===== config.mk =====
export PLATFORM = sky130hd
export DESIGN_NAME = sopc_strap_regs
export DESIGN_NICKNAME = d
export VERILOG_FILES = /design/src/hdl/sopc_pkg.sv /design/src/hdl/sopc_cfg_if.sv /design/src/hdl/sopc_cfg_decode.sv /design/src/hdl/sopc_pci_clkdiv.sv /design/src/hdl/sopc_strap_regs.sv
export SDC_FILE = /design/constraint.sdc
export NUM_CORES = 1
export LEC_CHECK = 0
export ABC_AREA = 1
export BUFFER_PORTS_ARGS = -buffer_cell sky130_fd_sc_hd__buf_2
export CAP_MARGIN = 40
export CORE_AREA = 2 2 66 80
export DETAILED_ROUTE_END_ITERATION = 16
export DIE_AREA = 0 0 68 82
export PLACE_DENSITY = 0.79
export SLEW_MARGIN = 30
export SYNTH_ARGS = -nofsm -noshare
export SYNTH_HDL_FRONTEND = slang
export SYNTH_SLANG_ARGS = --single-unit

===== constraint.sdc =====
create_clock -name mclk -period 1.1 [get_ports mclk]
set_clock_uncertainty 0.1 [all_clocks]
set_input_delay 0.165 -clock mclk [delete_from_list [all_inputs] [get_ports mclk]]
set_output_delay 0.165 -clock mclk [all_outputs]
set_load 0.01 [all_outputs]

===== src/hdl/sopc_pkg.sv =====
package sopc_pkg;
  // ----------------------------------------
  // Index/data port pair
  // ----------------------------------------
  localparam logic [7:0] INDEX_PORT = 8'h22;
  localparam logic [7:0] DATA_PORT = 8'h23;
  localparam logic [7:0] IDX_IFACE = 8'h3c;
  localparam logic [7:0] IDX_CLOCK = 8'h4c;

  // ----------------------------------------
  // Clock strap register fields
  // ----------------------------------------
  localparam int CLK_PCI_DIV_BIT = 1;
  localparam int CLK_HOST_DIR_BIT = 2;
  localparam int CLK_GFX_SRC_BIT = 3;
  localparam int CLK_DOT_SRC_BIT = 4;
  localparam int CLK_SPARE_BIT = 5;
  localparam logic [7:0] CLK_WRITE_MASK = 8'h10;

  // ----------------------------------------
  // Interface strap register fields
  // ----------------------------------------
  localparam int IF_PCI_PCCARD_BIT = 0;
  localparam int IF_ISA_LB_BIT = 1;
  localparam int IF_KBD_BIT = 2;
  localparam int IF_PAR_BIT = 3;
  localparam int IF_SER1_BIT = 4;
  localparam int IF_SER2_BIT = 5;

  // ----------------------------------------
  // Reset values and PCI clock divisor
  // ----------------------------------------
  localparam logic [7:0] REG_RESET = 8'h00;
  localparam logic [1:0] PCI_DIV_THREE_LAST = 2'h2;
  localparam logic [1:0] PCI_DIV_TWO_LAST = 2'h1;

  typedef enum logic [1:0] {
    SOPC_CAP_RESET = 2'b00,
    SOPC_CAP_TAKE = 2'b01,
    SOPC_CAP_HELD = 2'b11
  } sopc_cap_state_t;
endpackage


===== src/hdl/sopc_cfg_if.sv =====
`timescale 1ns/1ps
interface sopc_cfg_if;
  logic [7:0] clock_select_straps;
  logic [7:0] interface_select_straps;
  modport src (output clock_select_straps, output interface_select_straps);
  modport dst (input clock_select_straps, input interface_select_straps);
endinterface


===== src/hdl/sopc_cfg_decode.sv =====
`timescale 1ns/1ps
module sopc_cfg_decode (
  sopc_cfg_if.dst cfg,
  input wire logic mclk,
  input wire logic rst_n,
  input wire logic synth_clock,
  output logic host_clock_pin_oe,
  output logic host_clock_pin_out,
  output logic pci_clk_en,
  output logic dot_clock_internal,
  output logic graphics_clock_internal,
  output logic second_serial_port_internal,
  output logic first_serial_port_internal,
  output logic panel_low_bits_en,
  output logic parallel_internal,
  output logic kbd_mouse_internal,
  output logic localbus_selected,
  output logic pccard_selected
);
  logic [7:0] c;
  logic [7:0] f;

  assign c = cfg.clock_select_straps;
  assign f = cfg.interface_select_straps;

  assign dot_clock_internal = c[sopc_pkg::CLK_DOT_SRC_BIT];
  assign graphics_clock_internal = c[sopc_pkg::CLK_GFX_SRC_BIT];
  assign host_clock_pin_oe = c[sopc_pkg::CLK_HOST_DIR_BIT];
  assign host_clock_pin_out = c[sopc_pkg::CLK_HOST_DIR_BIT] & synth_clock;
  assign second_serial_port_internal = f[sopc_pkg::IF_SER2_BIT];
  assign first_serial_port_internal = f[sopc_pkg::IF_SER1_BIT];
  assign panel_low_bits_en = !f[sopc_pkg::IF_SER1_BIT];
  assign parallel_internal = f[sopc_pkg::IF_PAR_BIT];
  assign kbd_mouse_internal = f[sopc_pkg::IF_KBD_BIT];
  assign localbus_selected = f[sopc_pkg::IF_ISA_LB_BIT];
  assign pccard_selected = f[sopc_pkg::IF_PCI_PCCARD_BIT];

  sopc_pci_clkdiv u_div (
    .mclk(mclk),
    .rst_n(rst_n),
    .div_by_two(c[sopc_pkg::CLK_PCI_DIV_BIT]),
    .pci_clk_en(pci_clk_en)
  );
endmodule


===== src/hdl/sopc_pci_clkdiv.sv =====
`timescale 1ns/1ps
module sopc_pci_clkdiv (
  input wire logic mclk,
  input wire logic rst_n,
  input wire logic div_by_two,
  output logic pci_clk_en
);
  logic [1:0] count;
  logic [1:0] next_count;
  logic [1:0] last;

  // Enable pulse once every two or three host cycles
  always_comb
  begin
    last = div_by_two ? sopc_pkg::PCI_DIV_TWO_LAST : sopc_pkg::PCI_DIV_THREE_LAST;
    next_count = (count >= last) ? 2'h0 : count + 2'h1;
  end

  always_ff @(posedge mclk or negedge rst_n)
  begin
    if (!rst_n)
      count <= 2'h0;
    else
      count <= next_count;
  end

  assign pci_clk_en = (count == 2'h0);
endmodule


===== src/hdl/sopc_strap_regs.sv =====
`timescale 1ns/1ps
module sopc_strap_regs (
  input wire logic mclk,
  input wire logic resetn,
  input wire logic [63:0] mem_data_in,
  input wire logic io_wr,
  input wire logic io_rd,
  input wire logic [7:0] io_addr,
  input wire logic [7:0] io_wdata,
  output logic [7:0] io_rdata,
  output logic host_clock_pin_oe,
  output logic host_clock_pin_out,
  input wire logic synth_clock,
  output logic pci_clk_en,
  output logic dot_clock_internal,
  output logic graphics_clock_internal,
  output logic second_serial_port_internal,
  output logic first_serial_port_internal,
  output logic panel_low_bits_en,
  output logic parallel_internal,
  output logic kbd_mouse_internal,
  output logic localbus_selected,
  output logic pccard_selected
);
  // ----------------------------------------
  // Reset synchroniser
  // ----------------------------------------
  logic rst_meta;
  logic rst_n;

  always_ff @(posedge mclk or negedge resetn)
  begin
    if (!resetn)
    begin
      rst_meta <= 1'b0;
      rst_n <= 1'b0;
    end
    else
    begin
      rst_meta <= 1'b1;
      rst_n <= rst_meta;
    end
  end

  // ----------------------------------------
  // Strap capture and index/data port
  // ----------------------------------------
  sopc_cfg_if cfg ();
  sopc_pkg::sopc_cap_state_t state;
  sopc_pkg::sopc_cap_state_t next_state;
  logic [7:0] index;
  logic [7:0] next_index;
  logic [7:0] clk_reg;
  logic [7:0] next_clk_reg;
  logic [7:0] if_reg;
  logic [7:0] next_if_reg;
  logic [7:0] next_rdata;
  logic [7:0] sampled_clk;

  // Straps sit on the memory bus only while reset holds the bus idle
  assign sampled_clk = {2'b00, mem_data_in[23], mem_data_in[20:16]};

  always_comb
  begin
    next_state = state;
    next_index = index;
    next_clk_reg = clk_reg;
    next_if_reg = if_reg;
    next_rdata = io_rdata;
    case (state)
      sopc_pkg::SOPC_CAP_RESET:
        next_state = sopc_pkg::SOPC_CAP_TAKE;
      sopc_pkg::SOPC_CAP_TAKE:
      begin
        next_clk_reg = sampled_clk;
        next_if_reg = mem_data_in[47:40];
        next_state = sopc_pkg::SOPC_CAP_HELD;
      end
      sopc_pkg::SOPC_CAP_HELD:
      begin
        if (io_wr && io_addr == sopc_pkg::INDEX_PORT)
          next_index = io_wdata;
        if (io_wr && io_addr == sopc_pkg::DATA_PORT && index == sopc_pkg::IDX_CLOCK)
          next_clk_reg = (clk_reg & ~sopc_pkg::CLK_WRITE_MASK)
                       | (io_wdata & sopc_pkg::CLK_WRITE_MASK);
        if (io_rd)
        begin
          if (io_addr == sopc_pkg::INDEX_PORT)
            next_rdata = index;
          else if (io_addr == sopc_pkg::DATA_PORT && index == sopc_pkg::IDX_CLOCK)
            next_rdata = clk_reg;
          else if (io_addr == sopc_pkg::DATA_PORT && index == sopc_pkg::IDX_IFACE)
            next_rdata = if_reg;
          else
            next_rdata = sopc_pkg::REG_RESET;
        end
      end
      default:
        next_state = sopc_pkg::SOPC_CAP_RESET;
    endcase
  end

  always_ff @(posedge mclk or negedge rst_n)
  begin
    if (!rst_n)
    begin
      state <= sopc_pkg::SOPC_CAP_RESET;
      index <= sopc_pkg::REG_RESET;
      clk_reg <= sopc_pkg::REG_RESET;
      if_reg <= sopc_pkg::REG_RESET;
      io_rdata <= sopc_pkg::REG_RESET;
    end
    else
    begin
      state <= next_state;
      index <= next_index;
      clk_reg <= next_clk_reg;
      if_reg <= next_if_reg;
      io_rdata <= next_rdata;
    end
  end

  assign cfg.clock_select_straps = clk_reg;
  assign cfg.interface_select_straps = if_reg;

  // ----------------------------------------
  // Configuration decode
  // ----------------------------------------
  sopc_cfg_decode u_decode (
    .cfg(cfg.dst),
    .mclk(mclk),
    .rst_n(rst_n),
    .synth_clock(synth_clock),
    .host_clock_pin_oe(host_clock_pin_oe),
    .host_clock_pin_out(host_clock_pin_out),
    .pci_clk_en(pci_clk_en),
    .dot_clock_internal(dot_clock_internal),
    .graphics_clock_internal(graphics_clock_internal),
    .second_serial_port_internal(second_serial_port_internal),
    .first_serial_port_internal(first_serial_port_internal),
    .panel_low_bits_en(panel_low_bits_en),
    .parallel_internal(parallel_internal),
    .kbd_mouse_internal(kbd_mouse_internal),
    .localbus_selected(localbus_selected),
    .pccard_selected(pccard_selected)
  );
endmodule


==> results.txt <==
* Maximum number of buffers from clock root to sink: 2
- At the worst endpoint, the required time is 1.23 ns.
- Latest clock arrival within the worst-skew pair: 0.29 ns
- Number of instances in the placed design: 329
- Setup violations remaining at the end of the flow were counted as 37.
* Area inside the core boundary: 4835 sq um
* Ratio of cells with drive above 1 in the final layout: 54.95%
* Number of port buffers: 54
- The tree is rooted in a sky130_fd_sc_hd__clkbuf_8.
- Once the floorplan was initialized, standard cells occupied 38.22% of the core.
- STA classifies the critical path startpoint as a register.
* End of the worst hold path: cfg.interface_select_straps[1]$_DFFE_PN0P_
* Post-Synthesis Mean Instance Area: 9.149 sq um
- STA classifies the critical path endpoint as a register.
* Areal power density over the cells: 1134 nW/um^2
- For this block, the initial DRC count from the detailed router was 123.
* F_max: 0.6820 GHz
- Counting instances, the worst hold path has a depth of 2.
* Dpl ws: -0.2799 ns
* Weighted congestion at the end of routability-driven global placement: 0.9269
- Drt first pass iters: 4
* Total congestion overflow: 0
* Violations in the final reports: negative setup slack
- Entering global routing, the biggest net connects 35 pins.
- The clock drives 36 sinks.
- Synthesis produced 202 cells.
- Hold path startpoint: mem_data_in[41]
- Final setup TNS: -8.113 ns
* Std cell rows: 28
* Post-synthesis sequential area ratio: 48.75%
- The die is 82 um tall.
* TritonCTS clock tree: done
* Final Hold Slack: 0.009334 ns
- Final Net Count: 400
* Number of levels in the clock H-tree: 2
- Yosys warning total: 0
* Post-detail-place hpwl: 3207 um
* Worst-path clk slew: 0.07 ns
- Ranked by total cell area, the synthesized netlist is headed by sky130_fd_sc_hd__dfrtp_1 (49%), sky130_fd_sc_hd__nand2_1 (10%), sky130_fd_sc_hd__nand3_1 (6.8%), sky130_fd_sc_hd__inv_1 (5.9%), sky130_fd_sc_hd__mux2_4 (4.9%).
* Net count of the mapped netlist: 290
- Vias in the first global route: 1670
* Detailed-route DRC error count: 0
- Number of distinct library cells after synthesis: 27
- The run finished, with violations left.
* Peak supply drop: 0.6069 mV
* Floorplan die area: 5576 sq um
- Summing every instance area after synthesis gives 1848 sq um.
- Startpoint of the most critical register-to-register path: index[4]$_DFFE_PN0P_
- I/O pin cnt: 105
- The repair_antennas step left the layout with diodes totalling 0.
* Final hold viol count: 0
- The critical path in this run is classified as register to register.
* Total power of the final layout: 3.385 mW
- The first global-routing pass estimated 7258 um of wire.
* Setup slack after layout: -0.3664 ns
- Depth of the worst register-to-register path: 7
- Class of the worst hold path: input pin to register
* Yosys top cell area share: 48.75%
- Detail-routed via count per cell: 4.713
* Max-Cap Viols: 0
- FF+latch count, synth: 36
* Maximum fanout count along the critical path: 7
- Subtracting the final worst setup slack from the clock period gives 1.466 ns.
* Post-route non-filler standard cell count: 373
- Once detail routing completed, the nets flagged for antenna violations numbered 0.
- The setup check on the worst reg-to-reg path leaves a slack of -0.37 ns.
* Share of the clock period used by the worst path: 133.3%
- Leakage Power: 1.575 nW
- Antenna violations before repair: 0
* Critical path data arrival time: 1.59 ns
- Unrepaired setup endpoints after global routing: true
- The endpoint identified for the worst register-to-register timing path is io_rdata[3]$_DFFE_PN0P_.
* Routed Wire Length: 5263 um
- Number of clock buffers inserted by TritonCTS: 5
* Total count of max-transition violations in the final report: 0
- Routed wire per std cell: 14.11 um
- Die W: 68 um
* Total global-route track usage: 17.49%
- Compared with the post-synthesis result, the final layout area differs by 61.48%.
* Yosys top cell by area: sky130_fd_sc_hd__dfrtp_1
* Total number of vias: 1758
-- cells in the mapped netlist --
cell type                  number
sky130_fd_sc_hd__clkinv_1       1
sky130_fd_sc_hd__inv_1         29
sky130_fd_sc_hd__ha_1           3
sky130_fd_sc_hd__nand4_4        1
sky130_fd_sc_hd__buf_2          2
sky130_fd_sc_hd__nor2_1         9
sky130_fd_sc_hd__nor3_4         1
sky130_fd_sc_hd__mux2_2         6
sky130_fd_sc_hd__inv_2          2
sky130_fd_sc_hd__o21ai_2        8
sky130_fd_sc_hd__a21boi_0       1
sky130_fd_sc_hd__buf_8          1
sky130_fd_sc_hd__nor2_2         2
sky130_fd_sc_hd__or2_2          2
sky130_fd_sc_hd__nand2_1       49
sky130_fd_sc_hd__or2_1          1
sky130_fd_sc_hd__mux2_4         6
sky130_fd_sc_hd__o21ai_0        2
sky130_fd_sc_hd__and2_1         1
sky130_fd_sc_hd__dfrtp_1       36
sky130_fd_sc_hd__a21boi_1       1
sky130_fd_sc_hd__nand3b_1       5
sky130_fd_sc_hd__conb_1         1
sky130_fd_sc_hd__nand3_1       25
sky130_fd_sc_hd__nand2_2        4
sky130_fd_sc_hd__buf_6          2
sky130_fd_sc_hd__a21oi_1        1
-- worst max-delay path by stage --
stage,endpoint,slack (ns),start,cells after the start
3_5_place_dp,io_rdata[7]$_DFFE_PN0P_,-0.28,index[7]$_DFFE_PN0P_,6
2_1_floorplan,cfg.clock_select_straps[0]$_DFFE_PN0P_,-0.28,state[0]$_DFFE_PN0N_,5
6_report,io_rdata[3]$_DFFE_PN0P_,-0.37,index[4]$_DFFE_PN0P_,7
5_1_grt,io_rdata[3]$_DFFE_PN0P_,-0.44,index[4]$_DFFE_PN0P_,7
4_1_cts,io_rdata[2]$_DFFE_PN0P_,-0.22,index[7]$_DFFE_PN0P_,7
3_3_place_gp,io_rdata[7]$_DFFE_PN0P_,-0.25,index[7]$_DFFE_PN0P_,6
-- critical path: stages (launching register included) --
cell                      delay, ns
sky130_fd_sc_hd__dfrtp_1       0.43
sky130_fd_sc_hd__inv_1         0.10
sky130_fd_sc_hd__nand3_1       0.13
sky130_fd_sc_hd__nor2_4        0.24
sky130_fd_sc_hd__nand3_1       0.15
sky130_fd_sc_hd__nand3_1       0.13
sky130_fd_sc_hd__nand2_1       0.06
sky130_fd_sc_hd__nand2_1       0.05
-- registers in the layout, indices dropped and copies added (netlist names) --
name                         count
state                            2
io_rdata                         8
index                            8
cfg.interface_select_straps      8
rst_n                            1
u_decode.u_div.count             2
rst_meta                         1
cfg.clock_select_straps          6
-- layout by cell type, fill, tap and decap left out, types with 6 or more instances in the layout --
cell type / count
sky130_fd_sc_hd__nand2_4: 10
sky130_fd_sc_hd__nand2_1: 40
sky130_fd_sc_hd__inv_1: 24
sky130_fd_sc_hd__mux2_2: 6
sky130_fd_sc_hd__mux2_4: 6
sky130_fd_sc_hd__dlygate4sd3_1: 7
sky130_fd_sc_hd__dfrtp_1: 35
sky130_fd_sc_hd__nand3_2: 6
sky130_fd_sc_hd__buf_2: 51
sky130_fd_sc_hd__nand3_1: 19
sky130_fd_sc_hd__o21ai_2: 8
sky130_fd_sc_hd__buf_6: 9
sky130_fd_sc_hd__buf_4: 36
sky130_fd_sc_hd__nor2_1: 7
-- power by group --
part	switching [mW]	internal [mW]	total [mW]
clock	0.489	0.670	1.16
sequential	0.0584	1.40	1.46
combinational	0.338	0.425	0.763
-- kinds of logic (layout without fill, tap and decap cells) --
family / after synthesis / in the layout / share of synthesized area, %
fa+ha+maj: 3 / 3 / 2.031
compound gates: 13 / 13 / 5.417
other cells: 1 / 1 / 0.2029
buf+inv: 37 / 148 / 9.072
simple gates: 100 / 100 / 26.00
mux: 12 / 12 / 8.531
flops: 36 / 36 / 48.75
-- what timing repair did --
item,in CTS,in global routing
pin swaps,17,8
hold buffers,4,3
resized for setup,22,29
cloned,0,1
buffers inserted,17,12
setup endpoints to repair,44,51
endpoints found under the hold margin,5,3
-- through the flow --
step,cell area [sq um],util [%]
floorplan,1878,-
global placement,2357,48.76
detailed placement,2357,48.76
CTS,2740,56.68
global route,2984,61.72
finish,2984,61.72
-- metal layers --
layer	GRT usage (%)	part of all wire [%]	up-vias
met5	0	0	-
met4	6.000	3.4	0
met3	4.247	3.6	14
met2	32.23	54	45
met1	19.15	39	845
li1	-	-	854
-- area by class of cell --
| class | instances | area [sq um] |
|---|---|---|
| clock buffers | 5 | 68.82 |
| clock inverters | 3 | 42.54 |
| fillers | 388 | 1851 |
| inverters | 32 | 127.6 |
| multi-input cells | 129 | 965.9 |
| flip-flops and latches | 36 | 902.1 |
| well taps | 60 | 75.07 |
| repair buffers | 108 | 802.0 |
Note: power is estimated with default switching activity, not from simulation.
